## src/vrc_params.svh

```systemverilog
// Register map, field positions, reset values and timing constants of the reference control block
`ifndef VRC_PARAMS_SVH
`define VRC_PARAMS_SVH

`define VRC_ADDR_W          20
`define VRC_OFS_CLK_GATE    20'hf00f0
`define VRC_OFS_REF_CTRL    20'hfff36
`define VRC_OFS_STATUS      20'hfff38
`define VRC_OFS_BITSET      20'hfff3a
`define VRC_RST_CLK_GATE    8'h00
`define VRC_RST_REF_CTRL    8'h00
`define VRC_BIT_ANA_EN      5
`define VRC_BIT_NEG_SEL     7
`define VRC_BIT_SRC_SEL     3
`define VRC_BIT_LEVEL       1
`define VRC_BIT_ON          0
`define VRC_BITOP_VAL       7
`define VRC_BITOP_TGT       6
`define VRC_BITOP_IDX_W     3
`define VRC_REF_CTRL_MASK   8'h8b
`define VRC_SETTLE_MS       17
`define VRC_CLK_HZ          40000000
`define VRC_SETTLE_CYC      (`VRC_SETTLE_MS * (`VRC_CLK_HZ / 1000))

`endif

```

## src/vrc_pkg.sv

```systemverilog
// Types shared by the reference control block
`default_nettype none
package vrc_pkg;
  typedef struct packed {
    logic       neg_ext;
    logic       pos_internal;
    logic       ref_enable;
    logic       ref_pulldown;
    logic       ref_hiz;
    logic       level_2v0;
    logic       boost_enable;
    logic       prohibited;
  } vrc_ana_ctl_t;

  typedef enum logic [2:0] {
    VRC_OFF    = 3'b001,
    VRC_SETTLE = 3'b010,
    VRC_READY  = 3'b100
  } vrc_state_t;
endpackage : vrc_pkg
`default_nettype wire

```

## src/vrc_settle.sv

```systemverilog
// Settling timer that reports when the reference has had its full start-up time
`timescale 1ns/1ps
`default_nettype none
`include "vrc_params.svh"
module vrc_settle #(
  parameter int unsigned SETTLE_CYC = `VRC_SETTLE_CYC
) (
  // Clock and reset
  input  wire logic              ref_clk,
  input  wire logic              rst,
  // Control
  input  wire logic              run,
  // Status
  output logic                   settled,
  output vrc_pkg::vrc_state_t    state
);
  localparam int CW = $clog2(SETTLE_CYC + 1);

  vrc_pkg::vrc_state_t state_r;
  vrc_pkg::vrc_state_t state_nxt;
  logic [CW-1:0]       cnt_r;
  logic [CW-1:0]       cnt_nxt;

  always_comb begin
    state_nxt = state_r;
    cnt_nxt   = cnt_r;
    unique case (state_r)
      vrc_pkg::VRC_OFF: begin
        cnt_nxt = '0;
        if (run) begin
          state_nxt = vrc_pkg::VRC_SETTLE;
        end
      end
      vrc_pkg::VRC_SETTLE: begin
        cnt_nxt = cnt_r + 1'b1;
        if (!run) begin
          state_nxt = vrc_pkg::VRC_OFF;
        end else if (cnt_r == CW'(SETTLE_CYC - 1)) begin
          state_nxt = vrc_pkg::VRC_READY;
        end
      end
      vrc_pkg::VRC_READY: begin
        if (!run) begin
          state_nxt = vrc_pkg::VRC_OFF;
        end
      end
      default: begin
        state_nxt = vrc_pkg::VRC_OFF;
      end
    endcase
  end

  always_ff @(posedge ref_clk or posedge rst) begin
    if (rst) begin
      state_r <= vrc_pkg::VRC_OFF;
      cnt_r   <= '0;
    end else begin
      state_r <= state_nxt;
      cnt_r   <= cnt_nxt;
    end
  end

  assign settled = (state_r == vrc_pkg::VRC_READY);
  assign state   = state_r;
endmodule : vrc_settle
`default_nettype wire

```

## src/vrc_top.sv

```systemverilog
// Voltage reference control: clock gate, reference control register and analog control outputs
//
// Decided for this implementation: the address-and-strobe port.
`timescale 1ns/1ps
`default_nettype none
`include "vrc_params.svh"
module vrc_top #(
  parameter int unsigned SETTLE_CYC = `VRC_SETTLE_CYC
) (
  // Clock and reset
  input  wire logic                   ref_clk,
  input  wire logic                   rst,
  // Register port
  input  wire logic [`VRC_ADDR_W-1:0] reg_addr,
  input  wire logic [7:0]             reg_wdata,
  input  wire logic                   reg_wr,
  input  wire logic                   reg_rd,
  output logic      [7:0]             reg_rdata,
  // Analog group
  output logic                        analog_clk_en,
  output vrc_pkg::vrc_ana_ctl_t       ana_ctl,
  output logic                        reference_ready
);
  // Clock-gate register bits other than the analog enable are kept as plain storage
  logic [7:0]            clk_gate_r;
  logic [7:0]            clk_gate_nxt;
  logic [7:0]            ref_ctrl_r;
  logic [7:0]            ref_ctrl_nxt;
  logic [7:0]            rdata_r;
  logic [7:0]            rdata_nxt;
  logic                  clk_en_r;
  vrc_pkg::vrc_ana_ctl_t ana_r;
  vrc_pkg::vrc_ana_ctl_t ana_nxt;
  logic                  ready_r;
  logic                  settled;
  vrc_pkg::vrc_state_t   settle_state;
  logic                  ana_en;
  logic                  ready_nxt;

  // Single-bit write: wdata[7] is the value, wdata[2:0] the bit number
  function automatic logic [7:0] bit_write(input logic [7:0] cur, input logic [7:0] wd);
    logic [7:0] res;
    res = cur;
    res[wd[`VRC_BITOP_IDX_W-1:0]] = wd[`VRC_BITOP_VAL];
    return res;
  endfunction : bit_write

  // Decode of the reference control field set into analog controls
  function automatic vrc_pkg::vrc_ana_ctl_t decode_ref(input logic [7:0] rc);
    vrc_pkg::vrc_ana_ctl_t a;
    logic src;
    logic lvl;
    logic on;
    src = rc[`VRC_BIT_SRC_SEL];
    lvl = rc[`VRC_BIT_LEVEL];
    on  = rc[`VRC_BIT_ON];
    a.neg_ext      = rc[`VRC_BIT_NEG_SEL];
    a.pos_internal = src;
    a.ref_enable   = src & on;
    a.ref_pulldown = src & ~on;
    a.ref_hiz      = ~src;
    a.level_2v0    = lvl;
    // Boost runs for external source at level 1 with the on bit clear, or whenever the internal reference is on
    a.boost_enable = src ? on : lvl;
    // Source 0 with the on bit set is not a legal combination
    a.prohibited   = ~src & on;
    if (a.prohibited) begin
      a.ref_enable   = 1'b0;
      a.boost_enable = 1'b0;
    end
    return a;
  endfunction : decode_ref

  // Analog controls reset to the decode of the reset register value, so the
  // reference reads as stopped and Hi-Z even while reset is still held
  localparam vrc_pkg::vrc_ana_ctl_t ANA_RST  = decode_ref(`VRC_RST_REF_CTRL);
  localparam logic [7:0]            REF_MASK = `VRC_REF_CTRL_MASK;
  localparam int                    CYC_W    = $clog2(SETTLE_CYC + 3);

  assign ana_en = clk_gate_r[`VRC_BIT_ANA_EN];

  // Register writes
  always_comb begin
    clk_gate_nxt = clk_gate_r;
    ref_ctrl_nxt = ref_ctrl_r;
    if (reg_wr) begin
      unique case (reg_addr)
        `VRC_OFS_CLK_GATE: clk_gate_nxt = reg_wdata;
        `VRC_OFS_REF_CTRL: begin
          if (ana_en) begin
            ref_ctrl_nxt = reg_wdata & `VRC_REF_CTRL_MASK;
          end
        end
        `VRC_OFS_BITSET: begin
          if (reg_wdata[`VRC_BITOP_TGT]) begin
            if (ana_en) begin
              ref_ctrl_nxt = bit_write(ref_ctrl_r, reg_wdata) & `VRC_REF_CTRL_MASK;
            end
          end else begin
            clk_gate_nxt = bit_write(clk_gate_r, reg_wdata);
          end
        end
        default: ;
      endcase
    end
    // Clearing the enable puts the analog group back in its reset state
    if (!clk_gate_nxt[`VRC_BIT_ANA_EN]) begin
      ref_ctrl_nxt = `VRC_RST_REF_CTRL;
    end
  end

  // Register reads, one cycle later
  always_comb begin
    rdata_nxt = 8'h00;
    if (reg_rd) begin
      unique case (reg_addr)
        `VRC_OFS_CLK_GATE: rdata_nxt = clk_gate_r;
        `VRC_OFS_REF_CTRL: rdata_nxt = ana_en ? ref_ctrl_r : `VRC_RST_REF_CTRL;
        `VRC_OFS_STATUS:   rdata_nxt = {5'h00, settle_state};
        default:           rdata_nxt = 8'h00;
      endcase
    end
  end

  always_comb begin
    ana_nxt   = decode_ref(ref_ctrl_nxt);
    // Ready falls as soon as the reference stops, not when the timer catches up
    ready_nxt = settled & ana_r.ref_enable;
  end

  always_ff @(posedge ref_clk or posedge rst) begin
    if (rst) begin
      clk_gate_r <= `VRC_RST_CLK_GATE;
      ref_ctrl_r <= `VRC_RST_REF_CTRL;
      rdata_r    <= 8'h00;
      clk_en_r   <= 1'b0;
      ana_r      <= ANA_RST;
      ready_r    <= 1'b0;
    end else begin
      clk_gate_r <= clk_gate_nxt;
      ref_ctrl_r <= ref_ctrl_nxt;
      rdata_r    <= rdata_nxt;
      clk_en_r   <= clk_gate_nxt[`VRC_BIT_ANA_EN];
      ana_r      <= ana_nxt;
      ready_r    <= ready_nxt;
    end
  end

  // The timer only watches the on state; it does not hold back the reference itself
  vrc_settle #(
    .SETTLE_CYC (SETTLE_CYC)
  ) u_settle (
    .ref_clk (ref_clk),
    .rst     (rst),
    .run     (ana_r.ref_enable),
    .settled (settled),
    .state   (settle_state)
  );

  assign reg_rdata       = rdata_r;
  assign analog_clk_en   = clk_en_r;
  assign ana_ctl         = ana_r;
  assign reference_ready = ready_r;

  // Bus events and an on-time counter used only by the checks below
  logic             wr_gate_byte;
  logic             wr_ref_byte;
  logic             wr_gate_bit;
  logic             wr_ref_bit;
  logic             wr_unmapped;
  logic             rd_ref;
  logic             rd_gate;
  logic [CYC_W-1:0] on_cyc_r;
  logic [CYC_W-1:0] on_cyc_nxt;

  assign wr_gate_byte = reg_wr && (reg_addr == `VRC_OFS_CLK_GATE);
  assign wr_ref_byte  = reg_wr && (reg_addr == `VRC_OFS_REF_CTRL);
  assign wr_gate_bit  = reg_wr && (reg_addr == `VRC_OFS_BITSET) && !reg_wdata[`VRC_BITOP_TGT];
  assign wr_ref_bit   = reg_wr && (reg_addr == `VRC_OFS_BITSET) && reg_wdata[`VRC_BITOP_TGT];
  assign wr_unmapped  = reg_wr && !(reg_addr inside {`VRC_OFS_CLK_GATE, `VRC_OFS_REF_CTRL, `VRC_OFS_BITSET});
  assign rd_ref       = reg_rd && (reg_addr == `VRC_OFS_REF_CTRL);
  assign rd_gate      = reg_rd && (reg_addr == `VRC_OFS_CLK_GATE);

  // Saturates, so a long on period cannot wrap and look unsettled again
  always_comb begin
    on_cyc_nxt = '0;
    if (ana_r.ref_enable) begin
      on_cyc_nxt = (on_cyc_r == CYC_W'(SETTLE_CYC + 2)) ? on_cyc_r : on_cyc_r + 1'b1;
    end
  end

  always_ff @(posedge ref_clk or posedge rst) begin
    if (rst) begin
      on_cyc_r <= '0;
    end else begin
      on_cyc_r <= on_cyc_nxt;
    end
  end

  AST_WR_BLOCKED: assert property (@(posedge ref_clk) disable iff (rst)
    (reg_wr && reg_addr == `VRC_OFS_REF_CTRL && !ana_en) |=> ref_ctrl_r == $past(ref_ctrl_r))
    else $error("reference control changed while analog clock off");
  AST_RD_DEFAULT: assert property (@(posedge ref_clk) disable iff (rst)
    (reg_rd && reg_addr == `VRC_OFS_REF_CTRL && !ana_en) |=> reg_rdata == `VRC_RST_REF_CTRL)
    else $error("reference control read not default while disabled");
  AST_CLK_GATE: assert property (@(posedge ref_clk) disable iff (rst)
    analog_clk_en == clk_gate_r[`VRC_BIT_ANA_EN])
    else $error("analog clock enable disagrees with register bit");
  AST_ZERO_BITS: assert property (@(posedge ref_clk) disable iff (rst)
    (ref_ctrl_r & ~`VRC_REF_CTRL_MASK) == 8'h00)
    else $error("fixed-zero bits of reference control set");
  AST_NEG_SEL: assert property (@(posedge ref_clk) disable iff (rst)
    ana_ctl.neg_ext == ref_ctrl_r[`VRC_BIT_NEG_SEL])
    else $error("negative reference select mismatch");
  AST_HIZ: assert property (@(posedge ref_clk) disable iff (rst)
    !ref_ctrl_r[`VRC_BIT_SRC_SEL] |-> (ana_ctl.ref_hiz && !ana_ctl.ref_enable && !ana_ctl.pos_internal))
    else $error("external source selected but reference not stopped at Hi-Z");
  AST_INT_ON: assert property (@(posedge ref_clk) disable iff (rst)
    (ref_ctrl_r[`VRC_BIT_SRC_SEL] && ref_ctrl_r[`VRC_BIT_ON]) |->
      (ana_ctl.ref_enable && ana_ctl.boost_enable && ana_ctl.level_2v0 == ref_ctrl_r[`VRC_BIT_LEVEL]))
    else $error("internal reference on but outputs wrong");
  AST_PULLDOWN: assert property (@(posedge ref_clk) disable iff (rst)
    (ref_ctrl_r[`VRC_BIT_SRC_SEL] && !ref_ctrl_r[`VRC_BIT_ON]) |-> ana_ctl.ref_pulldown)
    else $error("internal reference off but not pulled down");
  AST_BYTE_WR: assert property (@(posedge ref_clk) disable iff (rst)
    (reg_wr && reg_addr == `VRC_OFS_CLK_GATE) |=> clk_gate_r == $past(reg_wdata))
    else $error("clock-gate byte write not stored");
  AST_READY_OFF: assert property (@(posedge ref_clk) disable iff (rst)
    (ana_ctl.ref_enable && !$past(ana_ctl.ref_enable)) |=> !reference_ready [*2])
    else $error("reference reported ready without settling");

  // Clock gate and register access
  AST_GATE_OFF_RESET: assert property (@(posedge ref_clk) disable iff (rst)
    !clk_gate_r[`VRC_BIT_ANA_EN] |-> (ref_ctrl_r == `VRC_RST_REF_CTRL && ana_ctl == ANA_RST))
    else $error("analog group not held in reset state while clock off");
  AST_EN_BYTE_SET: assert property (@(posedge ref_clk) disable iff (rst)
    (wr_gate_byte && reg_wdata[`VRC_BIT_ANA_EN]) |=> analog_clk_en)
    else $error("byte write did not start analog clock");
  AST_EN_BYTE_CLR: assert property (@(posedge ref_clk) disable iff (rst)
    (wr_gate_byte && !reg_wdata[`VRC_BIT_ANA_EN]) |=> (!analog_clk_en && ana_ctl == ANA_RST))
    else $error("byte write did not stop analog clock");
  AST_EN_BIT_SET: assert property (@(posedge ref_clk) disable iff (rst)
    (wr_gate_bit && reg_wdata[`VRC_BITOP_IDX_W-1:0] == 3'(`VRC_BIT_ANA_EN) && reg_wdata[`VRC_BITOP_VAL]) |=>
      analog_clk_en)
    else $error("single-bit write did not start analog clock");
  AST_EN_BIT_CLR: assert property (@(posedge ref_clk) disable iff (rst)
    (wr_gate_bit && reg_wdata[`VRC_BITOP_IDX_W-1:0] == 3'(`VRC_BIT_ANA_EN) && !reg_wdata[`VRC_BITOP_VAL]) |=>
      (!analog_clk_en && ana_ctl == ANA_RST))
    else $error("single-bit write did not stop analog clock");
  AST_BIT_WR_BLOCKED: assert property (@(posedge ref_clk) disable iff (rst)
    (wr_ref_bit && !ana_en) |=> $stable(ref_ctrl_r))
    else $error("single-bit write landed while analog clock off");
  AST_RD_LIVE: assert property (@(posedge ref_clk) disable iff (rst)
    (rd_ref && ana_en) |=> reg_rdata == $past(ref_ctrl_r))
    else $error("reference control read wrong while enabled");
  AST_RD_GATE: assert property (@(posedge ref_clk) disable iff (rst)
    rd_gate |=> reg_rdata == $past(clk_gate_r))
    else $error("clock-gate read wrong");
  AST_REF_BYTE_WR: assert property (@(posedge ref_clk) disable iff (rst)
    (wr_ref_byte && ana_en) |=> ref_ctrl_r == ($past(reg_wdata) & REF_MASK))
    else $error("reference control byte write not stored");
  AST_UNMAPPED_WR: assert property (@(posedge ref_clk) disable iff (rst)
    wr_unmapped |=> ($stable(clk_gate_r) && $stable(ref_ctrl_r)))
    else $error("unmapped write changed a register");

  // Decode of the reference control register
  AST_SRC_FIELD: assert property (@(posedge ref_clk) disable iff (rst)
    ana_ctl.pos_internal == ref_ctrl_r[`VRC_BIT_SRC_SEL] && ana_ctl.level_2v0 == ref_ctrl_r[`VRC_BIT_LEVEL])
    else $error("source or level field mismatch");
  AST_BOOST_EXT: assert property (@(posedge ref_clk) disable iff (rst)
    !ref_ctrl_r[`VRC_BIT_SRC_SEL] |->
      ana_ctl.boost_enable == (ref_ctrl_r[`VRC_BIT_LEVEL] && !ref_ctrl_r[`VRC_BIT_ON]))
    else $error("boost does not follow level with external source");
  AST_INT_OFF: assert property (@(posedge ref_clk) disable iff (rst)
    (ref_ctrl_r[`VRC_BIT_SRC_SEL] && !ref_ctrl_r[`VRC_BIT_ON]) |->
      (!ana_ctl.ref_enable && !ana_ctl.boost_enable && !ana_ctl.ref_hiz))
    else $error("internal reference off but still running");
  AST_PROHIBITED: assert property (@(posedge ref_clk) disable iff (rst)
    (!ref_ctrl_r[`VRC_BIT_SRC_SEL] && ref_ctrl_r[`VRC_BIT_ON]) |->
      (ana_ctl.prohibited && !ana_ctl.ref_enable && !ana_ctl.boost_enable))
    else $error("prohibited setting not flagged and blocked");
  AST_LEGAL: assert property (@(posedge ref_clk) disable iff (rst)
    (ref_ctrl_r[`VRC_BIT_SRC_SEL] || !ref_ctrl_r[`VRC_BIT_ON]) |-> !ana_ctl.prohibited)
    else $error("legal setting flagged as prohibited");
  // The output is always in exactly one of running, pulled down or Hi-Z
  AST_ONE_STATE: assert property (@(posedge ref_clk) disable iff (rst)
    $onehot({ana_ctl.ref_enable, ana_ctl.ref_pulldown, ana_ctl.ref_hiz}))
    else $error("reference output state not unique");

  // Settling report
  AST_READY_DROP: assert property (@(posedge ref_clk) disable iff (rst)
    !ana_ctl.ref_enable |=> !reference_ready)
    else $error("ready still reported after reference stopped");
  AST_READY_EARLY: assert property (@(posedge ref_clk) disable iff (rst)
    reference_ready |-> on_cyc_r >= CYC_W'(SETTLE_CYC + 2))
    else $error("ready reported before settling time elapsed");
  AST_READY_DUE: assert property (@(posedge ref_clk) disable iff (rst)
    on_cyc_r == CYC_W'(SETTLE_CYC + 2) |-> reference_ready)
    else $error("ready not reported after settling time");

  // One check per bit of the single-bit path; fixed-zero bits must stay clear
  for (genvar gi = 0; gi < $bits(ref_ctrl_r); gi++) begin : g_bitop_chk
    AST_BITOP_REF: assert property (@(posedge ref_clk) disable iff (rst)
      (wr_ref_bit && ana_en && reg_wdata[`VRC_BITOP_IDX_W-1:0] == 3'(gi)) |=>
        ref_ctrl_r[gi] == (REF_MASK[gi] && $past(reg_wdata[`VRC_BITOP_VAL])))
      else $error("single-bit write to reference control not applied");
  end
endmodule : vrc_top
`default_nettype wire
```

## config.mk

```make
export PLATFORM = sky130hd
export DESIGN_NAME = vrc_top
export DESIGN_NICKNAME = d
export VERILOG_FILES = /design/src/vrc_pkg.sv /design/src/vrc_settle.sv /design/src/vrc_top.sv
export VERILOG_INCLUDE_DIRS = /design/src /design/src/src
export SDC_FILE = /design/constraint.sdc
export NUM_CORES = 1
export LEC_CHECK = 0
export ABC_AREA = 1
export ABC_CLOCK_PERIOD_IN_PS = 2200
export BUFFER_PORTS_ARGS = -buffer_cell sky130_fd_sc_hd__clkbuf_2
export CAP_MARGIN = 20
export CORE_MARGIN = 3
export CORE_UTILIZATION = 25
export DETAILED_ROUTE_END_ITERATION = 16
export SETUP_SLACK_MARGIN = 0.2
export SYNTH_ARGS = -nofsm -noshare
export SYNTH_HDL_FRONTEND = slang
export SYNTH_SLANG_ARGS = --single-unit
```

## constraint.sdc

```tcl
create_clock -name ref_clk -period 2.2 [get_ports ref_clk]
set_clock_uncertainty 0.1 [all_clocks]
set_input_delay 0.11 -clock ref_clk [delete_from_list [all_inputs] [get_ports ref_clk]]
set_output_delay 0.11 -clock ref_clk [all_outputs]
set_load 0.03 [all_outputs]
```

* Yosys cells after proc, flatten, opt, wreduce, memory -nomap -nowiden *
Index checks and enable logic that the tools add are counted.

storage, ports and cells
  register bits = 56
  logic and storage cells = 73

cells by class
  add/subtract/negate cells = 1
  magnitude comparators = 2
  equal/unequal tests = 17
  multiplexer cells = 25
  bitwise gates (word level) = 6
  reductions and logical operators = 6

operators with widths
  kind                                                                     count
  20-bit == test, second input constant                                    5
  8-bit two-way mux                                                        8
  20-bit one-hot mux with 2 select lines                                   1
  8-bit one-hot mux with 2 select lines                                    2
  8-bit one-hot mux with 3 select lines                                    1
  20-bit by 1-bit adder with 20-bit output, second input constant          1
  8-bit bitwise mux                                                        2
  3-bit two-way mux                                                        4
  3-bit inequality test, second input constant                             3
  3-bit one-hot mux with 3 select lines                                    1
  2-bit inequality test, second input constant                             4
  6-bit two-way mux                                                        1
  3-bit AND reduction                                                      2
  5-bit AND reduction                                                      1
  1-bit AND                                                                4
  3-bit by 4-bit < comparator with 1-bit output, second input constant     1
  1-bit two-way mux                                                        4
  2-bit nonzero test                                                       2
  1-bit demux with 3-bit select                                            1
  3-bit by 1-bit == test with 1-bit output, second input constant          1
  3-bit by 2-bit == test with 1-bit output, second input constant          1
  3-bit == test, second input constant                                     1
  3-bit by 1-bit >= comparator with 1-bit output, second input constant    1
  3-bit by 1-bit inequality test with 1-bit output, second input constant  1
  other kinds (3)                                                          4

* Longest topological paths before layout *
  depth in word-level cells = 13
  mapped depth = 14
  gate-level depth less buffers = 14

* Cells and area by module *
Synthesis repeated with hierarchy kept, for this count alone.

unflattened totals
  cell total of the unflattened synthesis = 484
  area, all modules = 3290.7 µm²

modules (own cells, without submodules)
  module      instances  cells each  area an instance (µm²)  seq. area each (µm²)
  vrc_top     1          272         1833.0                  651.9
  vrc_settle  1          212         1457.6                  576.8

* Worst setup path after synthesis *
OpenSTA, ideal clock, no wires.

  path type = register to register
  from = register clk_gate_r[5]
  to = register ana_r (netlist bit ana_ctl[1])
  arrival time = 1.441 ns
  data required time = 1.982 ns
  slack = 0.541 ns
  cell stages (with the launch flop) = 11
  buffers on the path = 1
  clock period less this slack = 1.659 ns
  path through = dfrtp_1 -> clkbuf_1 -> nor2_1 -> a21oi_1 -> nand3_1 -> o21ai_0 -> nand2_1 -> nand2_1 -> nor2_1 -> nand2_1 -> nand2_1

RTL lines
  what                    RTL line        text
  start, declared         vrc_top.sv:25   logic [7:0] clk_gate_r;
  start signal, assigned  vrc_top.sv:133  clk_gate_r <= `VRC_RST_CLK_GATE;
  start signal, assigned  vrc_top.sv:140  clk_gate_r <= clk_gate_nxt;
  end signal, assigned    vrc_top.sv:144  ana_r <= ana_nxt;
  end, declared           vrc_top.sv:32   vrc_pkg::vrc_ana_ctl_t ana_r;

* Final worst setup path *
  from = register u_settle.cnt_r[0]
  to = register u_settle.cnt_r[12]

between the ends
  word-level cells in the longest chain between the ends = 2

RTL lines
  what                                      RTL line          text
  start, declared                           vrc_settle.sv:21  logic [CW-1:0] cnt_r;
  start signal, assigned                    vrc_settle.sv:59  cnt_r <= cnt_nxt;
  20-bit by 1-bit adder with 20-bit output  vrc_settle.sv:35  cnt_nxt = cnt_r + 1'b1;
  20-bit one-hot mux with 2 select lines    vrc_settle.sv:27  unique case (state_r)

Every way passes these cells.
A chain may end at the register's enable or synchronous reset.

==> flow_metrics.env <==
export IMPL_core_area_um2=11660
export IMPL_die_x_um=116.3
export IMPL_syn_mean_instance_area_um2=7.368
export IMPL_initial_core_util_pct=26.09
export IMPL_antenna_found_initial=0
export IMPL_peakVddDrop_uv=295.1
export IMPL_tns_ns=0
export IMPL_htreeDepth=2
export IMPL_drt_wirelength_per_cell_um=12.50
export IMPL_via_count=2813
export IMPL_final_nets=499
export IMPL_worst_pin_slew_ns=0.5852
export IMPL_cts_sinks=49
export IMPL_crit_type="register to register"
export IMPL_netlist_area_leader_share_pct=38.65
export IMPL_syn_nets=446
export IMPL_std_cell_rows=39
export IMPL_netlist_area_um2=3043
export IMPL_setup_violations=0
export IMPL_drv_cap=0
export IMPL_grt_pass1_wl_um=12620
export IMPL_cp_end_kind="register"
export IMPL_io_pins=50
export IMPL_dr_pass1_iters=4
export IMPL_die_area_um2=13530
export IMPL_crit_fanout=4
export IMPL_cts_clk_slew_worst_paths_ns=0.07
export IMPL_die_y_um=116.3
export IMPL_synth_top_area_cell="dfrtp_1"
export IMPL_cts_buffers=5
export IMPL_regArea_um2=1230
export IMPL_layout_drive_gt1_share_pct=23.77
export IMPL_fin_crit_sh_pct=80.45
export IMPL_ys_ff_latch=49
export IMPL_cp_arrival_ns=1.89
export IMPL_port_buffers=49
export IMPL_startpoint_type="register"
export IMPL_p_per_area_nw_per_um2=528.1
export IMPL_drc=0
export IMPL_slew_headroom_pct=60.63
export IMPL_clock_path_buffers=2
export IMPL_fill_cells=1237
export IMPL_ys_flop_type="dfrtp_1"
export IMPL_postRouteAntennaNets=0
export IMPL_period_minus_slack_ns=1.770
export IMPL_critPathBufInv=1
export IMPL_yosysUniqueCellTypes=38
export IMPL_grt_ovfl_total=0
export IMPL_ys_warn_count=0
export IMPL_diodes=0
export IMPL_required_ns=2.32
export IMPL_max_stage_delay_ns=0.39
export IMPL_drt_wl_total_um=7628
export IMPL_ys_seq_area_share_pct=40.38
export IMPL_syn2layout_area_growth_pct=19.04
export IMPL_min_delay_path_class="input port to register"
export IMPL_async_flop_share_pct=100.0
export IMPL_grt_pass1_vias=2665
export IMPL_synthCells=413
export IMPL_viasPerCell=4.611
export IMPL_synth_edf_count=0
export IMPL_grt_max_degree=23
export IMPL_cp_slowest_cell="dfrtp_1"
export IMPL_status="finished, final reports clean"
export IMPL_gp_congestion=0.8395
export IMPL_timing_fmax_mhz=565.0
export IMPL_first_iter_violations=146
export IMPL_rsz0062_at_grt="no"
export IMPL_clock_latency_ns=0.29
export IMPL_ys_top_cells_by_area="dfrtp_1, nand2_1, inv_1, nand3_1, nor2_1"
export IMPL_cts_root_buf="clkbuf_16"
export IMPL_power_mw=1.913
export IMPL_drv_slew=0
export IMPL_worstPathCellList="ha_1 -> nand2_1 -> inv_1 -> nand3_1 -> nor3_2 -> nand2_1 -> nor2_1 -> a21oi_1 -> a21oi_1"
export IMPL_cts_tree="built"
export IMPL_hpwl_um=6054
export IMPL_multi_input_area_um2=1500
export IMPL_grt_use_total_pct=11.66
export IMPL_power_leakage_nw=1.847
export IMPL_crit_family="simple AND/OR/NAND/NOR gates"
export IMPL_fin_worst_hold_slack_ns=0.02704
export IMPL_finalHoldViolCount=0
==> stage by stage <==
step                util [%]  area [um2]  std cells  setup slack, ns
CTS                    31.03        3618        610           0.3995
global placement       29.45        3435        601           0.4239
floorplan                  -        3043        413           0.5414
finish                 31.06        3622        610           0.4302
global route           31.06        3622        610           0.2189
detailed placement     29.45        3435        601           0.4070
==> registers in the layout, indices dropped and copies added (netlist names) <==
register	flops
clk_gate_r	8
u_settle.state	3
reg_rdata	8
reference_ready	1
ana_ctl	5
u_settle.cnt_r	20
ref_ctrl_r	4
==> layout by cell type, fill, tap and decap left out, types with 5 or more instances in the layout <==
cell | synthesis | final
dfrtp_1 | 47 | 46
nor2_2 | 8 | 9
nand3_1 | 30 | 30
o22ai_1 | 7 | 7
nand2_1 | 97 | 97
inv_1 | 61 | 60
nand2_2 | 11 | 11
nor2_1 | 36 | 35
a21oi_1 | 22 | 22
inv_2 | 5 | 6
clkbuf_16 | 0 | 5
nand4_1 | 7 | 7
o21ai_0 | 26 | 26
nor3_1 | 10 | 10
o21ai_2 | 6 | 6
clkbuf_2 | 0 | 49
==> layout make-up <==
class,count,share of cell area [%]
Multi-Input combinational cell,289,41.42
Clock buffer,5,3.454
Tap cell,143,4.940
Sequential cell,49,33.96
Clock inverter,3,1.347
Timing Repair Buffer,54,7.876
Inverter,67,7.012
==> synthesized netlist by cell type (2+ instances only) <==
master,instances
nand4_1,7
o22ai_1,7
inv_2,5
dfrtp_1,47
o21ai_0,26
inv_1,61
clkbuf_1,2
nor3_4,2
nor2_1,36
o31ai_1,2
nor2_2,8
mux2i_1,3
nor3_1,10
nand2_1,97
a21oi_1,22
nor4_1,3
nand3_2,3
nand2_2,11
dfstp_2,2
buf_4,4
nand3_1,30
o21ai_2,6
nor2_4,4
==> worst reg2reg max path, delay by kind of cell (launching register included) <==
kind | cells | cell delay [ns]
buffers and inverters | 1 | 0.08
and+or+nand+nor | 5 | 0.78
DFF | 1 | 0.39
adders and majority gates | 1 | 0.19
AOI/OAI and AO/OA | 2 | 0.17
==> worst paths after layout <==
kind	startpoint	endpoint	slack (ns)	cells after the start
min reg2reg	ana_ctl[5]$_DFF_PP0_	u_settle.state[0]$_DFFE_PP1P_	0.36	1
max in group asynchronous	rst	ana_ctl[3]$_DFF_PP1_	1.15	4
min in group asynchronous	rst	reference_ready$_DFF_PP0_	0.21	3
max	u_settle.cnt_r[0]$_DFFE_PP0N_	u_settle.cnt_r[12]$_DFFE_PP0N_	0.43	9
max reg2reg	u_settle.cnt_r[0]$_DFFE_PP0N_	u_settle.cnt_r[12]$_DFFE_PP0N_	0.43	9
min	reg_rd	reg_rdata[6]$_DFF_PP0_	0.03	3
==> what timing repair did <==
item,CTS,global route
setup endpoints to repair,0,5
setup buffers,0,0
endpoints found under the hold margin,12,0
hold buffers,1,0
resized for setup,0,2
==> routing by layer <==
metal	vias to the layer above	wire length [um]	global-route usage, %	part of all wire (%)
met5	-	0	0	0
met4	0	27	2.784	0.35
met3	2	352	2.539	4.6
met2	51	3778	20.02	50
met1	1314	3469	14.98	45
li1	1446	-	-	-
==> cell families after synthesis <==
logic type	synth area share, %
AO/OA/AOI/OAI	12.83
adder cells (fa/ha/maj)	0.4111
buffers and inverters	10.40
flip-flops	40.38
multiplexers	1.357
AND/OR/NAND/NOR	34.62
==> report_power, final <==
part | switching [mW] | total (mW) | internal, mW
clock network | 0.348 | 0.892 | 0.544
registers | 0.0000150 | 0.900 | 0.900
logic | 0.0799 | 0.121 | 0.0406
Power figures use the tool's default switching activity.
